### config.mk
export PLATFORM = sky130hd
export DESIGN_NAME = mlssp_port
export DESIGN_NICKNAME = d
export VERILOG_FILES = /design/src/pkg/mlssp_pkg.sv /design/src/design/mlssp_cfg.sv /design/src/design/mlssp_port.sv /design/src/design/mlssp_sync.sv
export SDC_FILE = /design/constraint.sdc
export NUM_CORES = 1
export LEC_CHECK = 0
export ABC_CLOCK_PERIOD_IN_PS = 3360
export CORE_MARGIN = 8
export CORE_UTILIZATION = 25
export CTS_BUF_LIST = sky130_fd_sc_hd__clkbuf_4 sky130_fd_sc_hd__clkbuf_8
export DETAILED_ROUTE_END_ITERATION = 8
export DONT_BUFFER_PORTS = 1
export PLACE_DENSITY_LB_ADDON = 0.12
export RECOVER_POWER = 100
export SYNTH_ARGS = -nofsm -noshare
export SYNTH_HDL_FRONTEND = slang
export SYNTH_SLANG_ARGS = --single-unit
### constraint.sdc
create_clock -name mclk -period 3.36 [get_ports mclk]
set_clock_uncertainty 0.1 [all_clocks]
set_input_delay 0.504 -clock mclk [delete_from_list [all_inputs] [get_ports mclk]]
set_output_delay 0.504 -clock mclk [all_outputs]
set_load 0.005 [all_outputs]
### src/pkg/mlssp_pkg.sv
// constants, carrier types and mode codes of the multi-lane serial slave port
// assumes one clock (mclk) and pins that are synchronised before use
//
// Summary of operation
// - after select the first byte is the opcode, then address, then data
// - single lane: opcode, address, write data on lane zero, read on lane one
// - variants have no setting; start single lane, switch per received opcode
// - deselect or any reset drops variant widths to single lane; command mode follows the volatile mode bits
// - quad reuses protect and reset pins as lanes two and three
// - data variants: opcode and address on lane zero, read data widened
// - io variants: opcode on lane zero, address and data widened both ways
// - config bit 4 set enters two lane command mode, clear leaves it
// - two lane command mode moves every phase as bit pairs
// - config bit 6 set enters four lane command mode, clear leaves it
// - four lane command mode moves every phase as nibbles
// - volatile mode bits reload from non-volatile copy at power-up and pin reset
// - opcode always single rate; special opcodes make later phases double rate (here only in four lane command mode)
// - double rate only for memory read and write special opcodes
// - while deselected ignore inputs and keep outputs undriven (here the reset and protect pins are still sampled while deselected)
// - sample on rising edges, change outputs on falling edges, msb first
// - address and data shift most significant bit first
// - address is three bytes; only the low 20 bits are kept
// - master makes the clock and starts transfers; device only responds
// - clock level at select picks mode 0 or 3; double rate mode 0 only
// - double rate: first address bit on first rise after opcode ends

package mlssp_pkg;

   // ------------------------------------------------------------
   // lane width codes
   // ------------------------------------------------------------
   localparam logic [1:0] LW_ONE  = 2'h0;
   localparam logic [1:0] LW_TWO  = 2'h1;
   localparam logic [1:0] LW_FOUR = 2'h2;

   // ------------------------------------------------------------
   // frame geometry and configuration bits
   // ------------------------------------------------------------
   localparam logic [4:0] BYTE_BITS         = 5'h08;
   localparam logic [4:0] ADDR_BITS         = 5'h18;
   localparam int         ADDR_KEEP         = 20;
   localparam int         CFG_TWO_LANE_BIT  = 4;
   localparam int         CFG_FOUR_LANE_BIT = 6;
   localparam logic [7:0] CFG_NV_RESET      = 8'h00;

   // ------------------------------------------------------------
   // carriers
   // ------------------------------------------------------------
   typedef struct packed {
      logic       reserved;
      logic       has_addr;
      logic       is_read;
      logic       io_var;
      logic       ddr;
      logic [1:0] ext;
   } mlssp_op_info_type;

   typedef struct packed {
      logic                 op_valid;
      logic [7:0]           op;
      logic                 addr_valid;
      logic [ADDR_KEEP-1:0] addr;
      logic                 wr_valid;
      logic [7:0]           wr_data;
      logic                 rd_req;
   } mlssp_req_type;

endpackage

### src/design/mlssp_cfg.sv
// volatile and non-volatile copies of the interface mode byte
// assumes the memory core issues the write strobes
`timescale 1ns/1ps
`default_nettype none

module mlssp_cfg
   import mlssp_pkg::*;
#(
   parameter logic [7:0] NV_RESET = CFG_NV_RESET
) (
   input  wire logic       mclk,
   input  wire logic       rst_n,
   input  wire logic       hw_rst,
   input  wire logic       vol_wr,
   input  wire logic       nv_wr,
   input  wire logic [7:0] wdata,
   output var  logic [1:0] cmd_w_q
);

   // ------------------------------------------------------------
   // mode decode
   // ------------------------------------------------------------
   function automatic logic [1:0] cmd_dec(input logic [7:0] v);
      if (v[CFG_FOUR_LANE_BIT]) begin
         cmd_dec = LW_FOUR;
      end else if (v[CFG_TWO_LANE_BIT]) begin
         cmd_dec = LW_TWO;
      end else begin
         cmd_dec = LW_ONE;
      end
   endfunction

   // ------------------------------------------------------------
   // storage
   // ------------------------------------------------------------
   logic [7:0] vol_q;
   logic [7:0] vol_d;
   logic [7:0] nv_q;
   logic [7:0] nv_d;
   logic [1:0] cmd_w_d;

   always_comb begin
      nv_d  = nv_wr ? wdata : nv_q;
      vol_d = (vol_wr | nv_wr) ? wdata : vol_q;
      if (hw_rst) begin
         vol_d = nv_q;
      end
      cmd_w_d = cmd_dec(vol_d);
   end

   always_ff @(posedge mclk) begin
      if (!rst_n) begin
         nv_q    <= NV_RESET;
         vol_q   <= NV_RESET;
         cmd_w_q <= cmd_dec(NV_RESET);
      end else begin
         nv_q    <= nv_d;
         vol_q   <= vol_d;
         cmd_w_q <= cmd_w_d;
      end
   end
endmodule
`default_nettype wire

### src/design/mlssp_port.sv
// serial slave front end: pins, phase sequencing, lane widths, data rate
// assumes sck and cs_n come from the master and run well below mclk
`timescale 1ns/1ps
`default_nettype none

module mlssp_port
   import mlssp_pkg::*;
#(
   parameter logic [7:0] NV_RESET = CFG_NV_RESET
) (
   input  wire logic              mclk,
   input  wire logic              rst_n,
   input  wire logic              cs_n,
   input  wire logic              sck,
   input  wire logic [3:0]        lane_in,
   output var  logic [3:0]        lane_out_q,
   output var  logic [3:0]        lane_oe_q,
   input  wire logic              cfg_vol_wr,
   input  wire logic              cfg_nv_wr,
   input  wire logic [7:0]        cfg_wdata,
   input  wire logic              soft_reset,
   input  wire mlssp_op_info_type op_info,
   input  wire logic [7:0]        rd_data,
   output var  mlssp_req_type     req_q,
   output var  logic [1:0]        cmd_w_q,
   output var  logic              clk_mode3_q,
   output var  logic              write_protect_n_q
);

   // ------------------------------------------------------------
   // helpers
   // ------------------------------------------------------------
   function automatic logic [4:0] lane_w(input logic [1:0] c);
      unique case (c)
         LW_TWO:  lane_w = 5'h02;
         LW_FOUR: lane_w = 5'h04;
         default: lane_w = 5'h01;
      endcase
   endfunction

   // msb arrives first, highest lane carries the higher bit
   function automatic logic [23:0] take(input logic [23:0] sh, input logic [3:0] ln,
                                        input logic [1:0] c);
      unique case (c)
         LW_TWO:  take = {sh[21:0], ln[1:0]};
         LW_FOUR: take = {sh[19:0], ln};
         default: take = {sh[22:0], ln[0]};
      endcase
   endfunction

   function automatic logic [3:0] put(input logic [7:0] b, input logic [1:0] c);
      unique case (c)
         LW_TWO:  put = {2'h0, b[7:6]};
         LW_FOUR: put = b[7:4];
         default: put = {2'h0, b[7], 1'h0};
      endcase
   endfunction

   function automatic logic [3:0] lane_mask(input logic [1:0] c);
      unique case (c)
         LW_TWO:  lane_mask = 4'h3;
         LW_FOUR: lane_mask = 4'hf;
         default: lane_mask = 4'h2;
      endcase
   endfunction

   function automatic logic [1:0] data_w(input logic [1:0] cmdw, input logic [1:0] ext);
      data_w = (cmdw != LW_ONE) ? cmdw : ext;
   endfunction

   // ------------------------------------------------------------
   // pin synchronisers and mode store
   // ------------------------------------------------------------
   logic [5:0] pin_s;
   logic       cs_s;
   logic       sck_s;
   logic [3:0] ln_s;
   logic       hw_rst;
   logic       quad_busy;

   mlssp_sync #(.WIDTH(6), .RST_VAL(6'h3f)) u_sync (
      .mclk  (mclk),
      .rst_n (rst_n),
      .din   ({cs_n, sck, lane_in}),
      .dout  (pin_s)
   );

   assign cs_s  = pin_s[5];
   assign sck_s = pin_s[4];
   assign ln_s  = pin_s[3:0];

   mlssp_cfg #(.NV_RESET(NV_RESET)) u_cfg (
      .mclk    (mclk),
      .rst_n   (rst_n),
      .hw_rst  (hw_rst),
      .vol_wr  (cfg_vol_wr),
      .nv_wr   (cfg_nv_wr),
      .wdata   (cfg_wdata),
      .cmd_w_q (cmd_w_q)
   );

   // ------------------------------------------------------------
   // edge detection
   // ------------------------------------------------------------
   logic sck_p_q;
   logic sck_p_d;
   logic cs_p_q;
   logic cs_p_d;
   logic rise;
   logic fall;
   logic cs_fall;
   logic [1:0] l3_hold_q;
   logic [1:0] l3_hold_d;

   always_comb begin
      sck_p_d = sck_s;
      cs_p_d  = cs_s;
      l3_hold_d = {l3_hold_q[0], lane_oe_q[3]};
   end

   always_ff @(posedge mclk) begin
      if (!rst_n) begin
         sck_p_q <= 1'h1;
         cs_p_q  <= 1'h1;
         l3_hold_q <= 2'h0;
      end else begin
         sck_p_q <= sck_p_d;
         cs_p_q  <= cs_p_d;
         l3_hold_q <= l3_hold_d;
      end
   end

   assign rise    = sck_s & ~sck_p_q;
   assign fall    = ~sck_s & sck_p_q;
   assign cs_fall = ~cs_s & cs_p_q;

   // ------------------------------------------------------------
   // transfer sequencer
   // ------------------------------------------------------------
   typedef enum logic [6:0] {
      ST_IDLE  = 7'b0000001,
      ST_OPC   = 7'b0000010,
      ST_DEC   = 7'b0000100,
      ST_ADDR  = 7'b0001000,
      ST_WDATA = 7'b0010000,
      ST_RDATA = 7'b0100000,
      ST_IGN   = 7'b1000000
   } mlssp_state_type;

   mlssp_state_type   st_q;
   mlssp_state_type   st_d;
   logic [4:0]        cnt_q;
   logic [4:0]        cnt_d;
   logic [23:0]       sh_q;
   logic [23:0]       sh_d;
   logic [7:0]        osh_q;
   logic [7:0]        osh_d;
   logic [2:0]        ocnt_q;
   logic [2:0]        ocnt_d;
   logic [1:0]        wc_q;
   logic [1:0]        wc_d;
   logic [1:0]        ext_q;
   logic [1:0]        ext_d;
   logic              ddr_q;
   logic              ddr_d;
   logic              live_q;
   logic              live_d;
   logic              ogo_q;
   logic              ogo_d;
   mlssp_op_info_type info_q;
   mlssp_op_info_type info_d;
   logic              m3_d;
   logic              wp_d;
   logic [3:0]        lo_d;
   logic [3:0]        oe_d;
   mlssp_req_type     rq_d;
   logic [4:0]        wadd;
   logic [4:0]        nxt;
   logic              smp;
   logic              drive;
   logic [7:0]        obyte;

   // pin reset is only honoured while lane three is not carrying data; the hold
   // covers the two synchroniser cycles in which our own last quad bit lingers
   assign quad_busy = (cmd_w_q == LW_FOUR) | (ext_q == LW_FOUR) | (|l3_hold_q);
   assign hw_rst    = ~ln_s[3] & ~quad_busy;

   always_comb begin
      st_d   = st_q;
      cnt_d  = cnt_q;
      sh_d   = sh_q;
      osh_d  = osh_q;
      ocnt_d = ocnt_q;
      wc_d   = wc_q;
      ext_d  = ext_q;
      ddr_d  = ddr_q;
      live_d = live_q;
      ogo_d  = ogo_q;
      info_d = info_q;
      m3_d   = clk_mode3_q;
      lo_d   = lane_out_q;
      oe_d   = lane_oe_q;
      rq_d   = '0;
      wp_d   = quad_busy ? write_protect_n_q : ln_s[2];
      wadd   = lane_w(wc_q);
      nxt    = cnt_q + wadd;
      smp    = rise | (fall & live_q);
      drive  = fall | (rise & ddr_q & ogo_q);
      obyte  = (ocnt_q == 3'h0) ? rd_data : osh_q;
      if (cs_s) begin
         st_d  = ST_IDLE;
         oe_d  = 4'h0;
         ext_d = LW_ONE;
         ddr_d = 1'h0;
         live_d = 1'h0;
         ogo_d = 1'h0;
      end else if (hw_rst | soft_reset) begin
         st_d  = ST_IGN;
         oe_d  = 4'h0;
         ext_d = LW_ONE;
         ddr_d = 1'h0;
         live_d = 1'h0;
      end else if (cs_fall) begin
         st_d   = ST_OPC;
         m3_d   = sck_s;
         wc_d   = cmd_w_q;
         ext_d  = LW_ONE;
         cnt_d  = 5'h00;
         ocnt_d = 3'h0;
      end else begin
         unique case (st_q)
            ST_IDLE, ST_IGN: begin
               st_d = st_q;
            end
            ST_OPC: begin
               if (rise) begin
                  sh_d  = take(sh_q, ln_s, wc_q);
                  cnt_d = nxt;
                  if (nxt == BYTE_BITS) begin
                     rq_d.op_valid = 1'h1;
                     rq_d.op       = sh_d[7:0];
                     cnt_d         = 5'h00;
                     st_d          = ST_DEC;
                  end
               end
            end
            ST_DEC: begin
               info_d = op_info;
               ext_d  = data_w(cmd_w_q, op_info.ext);
               ddr_d  = (cmd_w_q == LW_FOUR) & op_info.ddr & op_info.has_addr
                        & ~clk_mode3_q;
               if (op_info.reserved) begin
                  st_d = ST_IGN;
               end else if (op_info.has_addr) begin
                  st_d = ST_ADDR;
                  wc_d = (cmd_w_q != LW_ONE) ? cmd_w_q
                         : (op_info.io_var ? op_info.ext : LW_ONE);
               end else begin
                  st_d = op_info.is_read ? ST_RDATA : ST_WDATA;
                  rq_d.rd_req = op_info.is_read;
                  wc_d = data_w(cmd_w_q, op_info.ext);
               end
            end
            ST_ADDR: begin
               if (smp) begin
                  sh_d  = take(sh_q, ln_s, wc_q);
                  cnt_d = nxt;
                  if (rise & ddr_q) begin
                     live_d = 1'h1;
                  end
                  if (nxt == ADDR_BITS) begin
                     rq_d.addr_valid = 1'h1;
                     rq_d.addr       = sh_d[ADDR_KEEP-1:0];
                     cnt_d           = 5'h00;
                     wc_d            = data_w(cmd_w_q, info_q.ext);
                     if (info_q.is_read) begin
                        st_d        = ST_RDATA;
                        rq_d.rd_req = 1'h1;
                        live_d      = 1'h0;
                     end else begin
                        st_d   = ST_WDATA;
                        live_d = ddr_q | (rise & ddr_q);
                     end
                  end
               end
            end
            ST_WDATA: begin
               if (smp) begin
                  sh_d  = take(sh_q, ln_s, wc_q);
                  cnt_d = nxt;
                  if (nxt == BYTE_BITS) begin
                     rq_d.wr_valid = 1'h1;
                     rq_d.wr_data  = sh_d[7:0];
                     cnt_d         = 5'h00;
                  end
               end
            end
            ST_RDATA: begin
               if (drive) begin
                  // next byte is requested as soon as one is taken, which
                  // gives the core a whole byte time to answer
                  ogo_d  = 1'h1;
                  lo_d   = put(obyte, wc_q);
                  oe_d   = lane_mask(wc_q);
                  osh_d  = obyte << wadd[2:0];
                  ocnt_d = ocnt_q + wadd[2:0];
                  rq_d.rd_req = (ocnt_q == 3'h0);
               end
            end
            default: begin
               st_d = ST_IGN;
            end
         endcase
      end
   end

   always_ff @(posedge mclk) begin
      if (!rst_n) begin
         st_d_reg_reset: begin
            st_q              <= ST_IDLE;
            cnt_q             <= 5'h00;
            sh_q              <= 24'h000000;
            osh_q             <= 8'h00;
            ocnt_q            <= 3'h0;
            wc_q              <= LW_ONE;
            ext_q             <= LW_ONE;
            ddr_q             <= 1'h0;
            live_q            <= 1'h0;
            ogo_q             <= 1'h0;
            info_q            <= '0;
            clk_mode3_q       <= 1'h0;
            write_protect_n_q <= 1'h1;
            lane_out_q        <= 4'h0;
            lane_oe_q         <= 4'h0;
            req_q             <= '0;
         end
      end else begin
         st_q              <= st_d;
         cnt_q             <= cnt_d;
         sh_q              <= sh_d;
         osh_q             <= osh_d;
         ocnt_q            <= ocnt_d;
         wc_q              <= wc_d;
         ext_q             <= ext_d;
         ddr_q             <= ddr_d;
         live_q            <= live_d;
         ogo_q             <= ogo_d;
         info_q            <= info_d;
         clk_mode3_q       <= m3_d;
         write_protect_n_q <= wp_d;
         lane_out_q        <= lo_d;
         lane_oe_q         <= oe_d;
         req_q             <= rq_d;
      end
   end
endmodule
`default_nettype wire

### src/design/mlssp_sync.sv
// two-stage synchroniser for the serial pins
// assumes inputs are asynchronous to mclk and change slowly against it
`timescale 1ns/1ps
`default_nettype none

module mlssp_sync #(
   parameter int               WIDTH   = 6,
   parameter logic [WIDTH-1:0] RST_VAL = '1
) (
   input  wire logic             mclk,
   input  wire logic             rst_n,
   input  wire logic [WIDTH-1:0] din,
   output var  logic [WIDTH-1:0] dout
);

   // ------------------------------------------------------------
   // stages
   // ------------------------------------------------------------
   // first stage feeds only the second one; nothing else may look at it
   logic [WIDTH-1:0] meta_q;
   logic [WIDTH-1:0] meta_d;
   logic [WIDTH-1:0] sync_d;

   always_comb begin
      meta_d = din;
      sync_d = meta_q;
   end

   always_ff @(posedge mclk) begin
      if (!rst_n) begin
         meta_q <= RST_VAL;
         dout   <= RST_VAL;
      end else begin
         meta_q <= meta_d;
         dout   <= sync_d;
      end
   end

endmodule
`default_nettype wire

== Word level (Yosys, flattened, before mapping) ==
Cells that the tools add are included.

* Add/sub/neg operators: 2
* $mul: 0
* Divide/modulo/power cells: 0
* Magnitude comparators: 0
* Equal/unequal tests: 30
* Shift operators: 1
* Multiplexer cells: 55
* Bitwise operators: 33
* Reductions and logical operators: 33

{| class="wikitable"
|+ Operators by type and width
! operator !! number
|-
| 2-to-1 mux 7 bit || 9
|-
| one-hot mux 20 bit (2 select lines) || 1
|-
| 2-to-1 mux 19 bit || 2
|-
| one-hot mux 19 bit (2 select lines) || 1
|-
| 2-to-1 mux 5 bit || 6
|-
| one-hot mux 7 bit (4 select lines) || 1
|-
| 2-to-1 mux 21 bit || 1
|-
| 2-to-1 mux 2 bit || 10
|-
| AND reduction 5 bit || 4
|-
| 2-to-1 mux 6 bit || 3
|-
| inequality test 3 bit (second input constant) || 6
|-
| AND reduction 6 bit || 3
|-
| OR reduction 6 bit || 3
|-
| inequality test 4 bit (second input constant) || 4
|-
| inverter 1 bit || 16
|-
| one-hot mux 4 bit (2 select lines) || 2
|-
| AND reduction 4 bit || 4
|-
| one-hot mux 5 bit (3 select lines) || 1
|-
| bitwise AND 1 bit || 10
|-
| 2-to-1 mux 1 bit || 10
|-
| nonzero test 2 bit || 5
|-
| 2-to-1 mux 3 bit || 3
|-
| 2-to-1 mux 9 bit || 1
|-
| 2-to-1 mux 8 bit || 1
|-
| other kinds (30) || 47
|}

* Register bits: 129
* Bits in latches: 0
* Memory bits (writable): 0
* Memory bits (read-only): 0
* Input bits: 34
* Output and inout port bits: 52
* Word-level logic and storage cells: 188
* Memories kept: 0

== Longest topological paths before layout ==
* Word-level depth: 9
* Mapped depth: 13
* Gate-level depth less buffers: 11

== Cells and area by module ==
From an unflattened synthesis, not the netlist that was laid out.

* Cell total of the unflattened synthesis: 647
* Area total of the unflattened synthesis: 5743.0 um^2

{| class="wikitable"
|+ By module, submodules not included
! module !! instances !! cells an instance !! area each (um^2) !! seq. area each (um^2)
|-
| mlssp_port || 1 || 600 || 5187.5 || 2102.0
|-
| mlssp_sync || 1 || 25 || 339.1 || 240.2
|-
| mlssp_cfg || 1 || 22 || 216.5 || 100.1
|}

== Worst setup path before layout ==
OpenSTA, ideal clock, no wires.

* Path kind: register -> register
* From: register wc_q[0]
* To: register live_q
* Setup time: 0.091 ns
* Arrival time: 2.563 ns
* Required time: 3.169 ns
* Setup slack: 0.606 ns
* Stages on the path, launching flop included: 11
* Path buffers: 0
* Clock period less this slack: 2.754 ns
* Cells stage by stage: dfxtp_1 > inv_1 > ha_1 > ha_1 > ha_1 > or3_1 > a211oi_4 > o21bai_2 > a2111oi_2 > nor2_1 > a311oi_1

* Cells in the longest elaborated chain, start to end: 6
* Elaborated cells between the ends (all ways): 8
* Classes of those cells: 1 x add/sub; 3 x eq/ne; 2 x mux; 2 x reduce/logical

{| class="wikitable"
|+ Ends and longest elaborated chain
! element !! line !! source
|-
| from (decl) || mlssp_port.sv:160 || <nowiki>logic [1:0] wc_q;</nowiki>
|-
| from (signal assigned) || mlssp_port.sv:343 || <nowiki>wc_q <= wc_d;</nowiki>
|-
| equality test 2 bit / equality test 2 x 1 -> 1 bit (equally long branches) || mlssp_port.sv:34 || <nowiki>unique case (c)</nowiki>
|-
| one-hot mux 3 bit (2 select lines) * || mlssp_port.sv:34 ||
|-
| adder 5 bit * || mlssp_port.sv:206 || <nowiki>nxt = cnt_q + wadd;</nowiki>
|-
| equality test 5 bit * || mlssp_port.sv:271 || <nowiki>if (nxt == ADDR_BITS) begin</nowiki>
|-
| nonzero test 2 bit (no line) || -- ||
|-
| AND reduction 4 bit (no line) || -- ||
|-
| to (signal assigned) || mlssp_port.sv:346 || <nowiki>live_q <= live_d;</nowiki>
|-
| to (decl) || mlssp_port.sv:166 || <nowiki>logic live_q;</nowiki>
|}

Every way passes the cells marked *; elsewhere a longest branch is shown, timed or not.
A chain may end at the register's enable or synchronous reset.

== Worst setup path in the final report ==
* From: register wc_q[0]
* To: register req_q[29] in the netlist's numbering

* Cells in the longest elaborated chain, start to end: 6
* Elaborated cells between the ends (all ways): 8
* Classes of those cells: 1 x add/sub; 3 x eq/ne; 2 x mux; 1 x bitwise; 1 x reduce/logical

{| class="wikitable"
|+ Ends and longest elaborated chain
! element !! line !! source
|-
| equality test 2 bit / equality test 2 x 1 -> 1 bit (equally long branches) || mlssp_port.sv:34, mlssp_port.sv:44 ||
|-
| one-hot mux 3 bit (2 select lines) || mlssp_port.sv:34 ||
|-
| adder 5 bit || mlssp_port.sv:206 ||
|-
| equality test 5 bit || mlssp_port.sv:271 ||
|-
| inverter 1 bit (no line) || -- ||
|-
| OR reduction 7 bit (no line) || -- ||
|-
| to (signal assigned) || mlssp_port.sv:353 || <nowiki>req_q <= rq_d;</nowiki>
|-
| to (decl) || mlssp_port.sv:24 || <nowiki>output var mlssp_req_type req_q,</nowiki>
|}

Parallel ways exist; a longest one is shown, timed or not.

==> metrics.md <==
| Metric | Value |
|---|---|
| Largest net degree at the start of global routing | 70 |
| Max VDD drop | 213.8 uV |
| Post-synth EDFFs | 0 |
| Crit start category | register |
| Vias in the first global route | 4184 |
| Clk pwr share | 47.1% |
| First-pass GRT wire length | 22850 um |
| H-Tree Depth | 4 |
| Status | completed |
| Drt first pass iters | 4 |
| Placed Instances | 878 |
| Req. time, crit path | 3.63 ns |
| Final number of hold-violating endpoints | 0 |
| Mean area per synthesized cell | 8.680 sq um |
| Hold_buf cts | 0 |
| Max Fclk | 323.1 MHz |
| Detailed Route WL | 14440 um |
| Post-route cell area | 0.006058 sq mm |
| I/O Buffers | 0 |
| Top Ports | 86 |
| Setup-failing EPs final | 0 |
| Count leader, synth | dfxtp_1 |
| CTS root buf | clkbuf_8 |
| Grt ovf | 0 |
| PD cells | 485.1 mW/mm^2 |
| Drt drc | 0 |
| CTS Buf Count | 17 |
| Cells after Synth | 626 |
| Via density | 4.677 |
| Routability-driven placement congestion ratio | 0.7718 |
| Worst-path fanout max | 21 |
| Vias | 4265 |
| HP Start | rst_n |
| Post-synthesis sequential area ratio | 44.95% |
| DR iter-0 viols | 214 |
| Hold_ws | 0.03679 ns |
| Arr. time, crit path | 3.37 ns |
| Post-route minimum period | 3.095 ns |
| Hpwl dp | 10330 um |
| Logic pwr share | 2.9% |
| Worst-skew pair later-pin latency | 0.44 ns |
| Leakage power | 2.180 nW |
| Setup Buffers After CTS | 0 |
| Hold path depth | 1 |
| Reg2reg start | wc_q[0] |
| Clk sinks | 122 |
| Seq cells post-synth | 122 |
| CP Class | reg2reg |
| Post-synth ARST share | 0% |
| Top post-synthesis cells by area | dfxtp_1 45%, nor2_1 5.9%, mux2i_1 5.2% |
| Slew at the pin closest to its max-slew limit | 0.7468 ns |
| Area grow syn2layout | 11.49% |
| Die Area | 0.02671 sq mm |
| HP Class | in2reg |
| Final period utilization | 92.10% |
| Largest area contributor in the netlist | dfxtp_1 |
| Core ar. | 0.02155 sq mm |
| RSZ-0062 raised after global routing | false |
| GRT Util Overall | 10.99% |
| N_diodes | 0 |
| Placed Area | 0.005668 sq mm |
| Post-Synthesis Net Count | 668 |
| NumNets Final | 661 |
| # rows | 54 |
| Relative slew slack | 49.55% |
| Total power | 2.939 mW |
| DIE HEIGHT | 163.4 um |
| Fin cells | 912 |
| Final worst slack | 0.2653 ns |
| Sequential share of power | 50.0% |
| Ys flop type | dfxtp_1 |
| Total of max-cap violations | 0 |
| Final-report max-slew violation count | 0 |
| # resized after CTS | 0 |
| TritonCTS clock tree | yes |
| Wire length per cell | 15.83 um |
| Pre-CTS WS | 0.2966 ns |
| Layout cell share with drive strength beyond 1 | 7.911% |
| Post-synth top area share | 44.95% |
| Synth cell count leaders | 122 x dfxtp_1, 86 x nor2_1, 52 x nand2_1, 36 x a21oi_1, 36 x o21ai_0 |
| Setup_tns | 0 ns |
| Yosys Warn Count | 0 |
| Switch share | 25.54% |
| Initial antenna violation count | 0 |
| Initial Util | 25.21% |
| Synth cell types | 65 |
| Int Pwr | 2.189 mW |
| Reg2Reg Depth | 11 |
| Setup crit end kind | register |
| Clock-pin slew on the worst setup and hold paths | 0.08 ns |
| Worst Setup SP | wc_q[0] |
| P_sw | 750.6 uW |
| Mapped cell area | 0.005434 sq mm |
| DRT antenna net count | 0 |
| Clock Path Buffers | 2 |
| Final Util | 28.11% |
| Die width | 163.4 um |
## critical path, stage by stage, from the launching register on
cell and delay, ns:
dfxtp_1 0.39, inv_1 0.08, ha_1 0.33, ha_1 0.21
ha_1 0.31, or3_1 0.40, a211oi_4 0.25, o21ai_1 0.19
nor3_2 0.27, nand2_1 0.12, buf_4 0.23, nor2_1 0.14
## path summary, 6_finish.rpt
kind | to | slack [ns]
hold / removal | u_sync.meta_q[4] | 0.04
setup reg to reg | req_q[29] | 0.27
setup / recovery | req_q[29] | 0.27
hold reg to reg | u_sync.dout[2] | 0.31
## logic make-up (layout without fill, tap and decap cells)
logic type,Yosys count,count (layout),share of synthesized area (%)
buf+inv,51,57,4.421
flops,122,122,44.95
mux,28,28,5.158
simple gates,270,270,24.96
fa+ha+maj,8,8,1.842
compound gates,137,137,16.92
xor+xnor,10,10,1.750
## sequential cells by signal (all words and copies together), names as in the netlist, 3 cells and up
name and flops:
u_sync.meta_q 6, ocnt_q 3, info_q 3, osh_q 8, u_sync.dout 6, lane_out_q 4, lane_oe_q 3, sh_q 19
cnt_q 5, st_q 7, req_q 40
## final cells by class
type                    count  area, sq um
inverters                  13        48.80
flip-flops and latches    122         2442
fillers                  2325        15490
repair buffers             12        87.58
well taps                 280        350.3
clock buffers              17        234.0
multi-input cells         453         2714
clock inverters            15        181.4
## metal layers
layer | vias up | track usage [%] | routed length (um)
li1 | 2144 | - | -
met1 | 2019 | 13.37 | 6524
met2 | 89 | 17.51 | 6813
met3 | 13 | 3.881 | 945
met4 | 0 | 4.170 | 152
met5 | - | 0 | 0
## cell usage in the layout (no fill, tap or decap), types with 17 or more instances in the layout
master	count
o21ai_0	36
a21oi_1	36
a22oi_1	22
mux2i_1	28
nand2b_1	23
nor2_1	86
nor3_1	20
nand2_1	52
clkbuf_8	17
and2_0	20
nor2b_1	23
dfxtp_1	122
## power groups by stage
stage / Sequential (mW) / Combinational, mW / Clock (mW)
finish: 1.47 / 0.0863 / 1.38
global route: 1.47 / 0.0964 / 1.51
CTS: 1.47 / 0.0870 / 1.43
detailed placement: 1.50 / 0.0867 / 0
global placement: 1.50 / 0.0861 / 0
floorplan: 1.50 / 0.0791 / 0
Note: power is estimated with default switching activity, not from simulation.
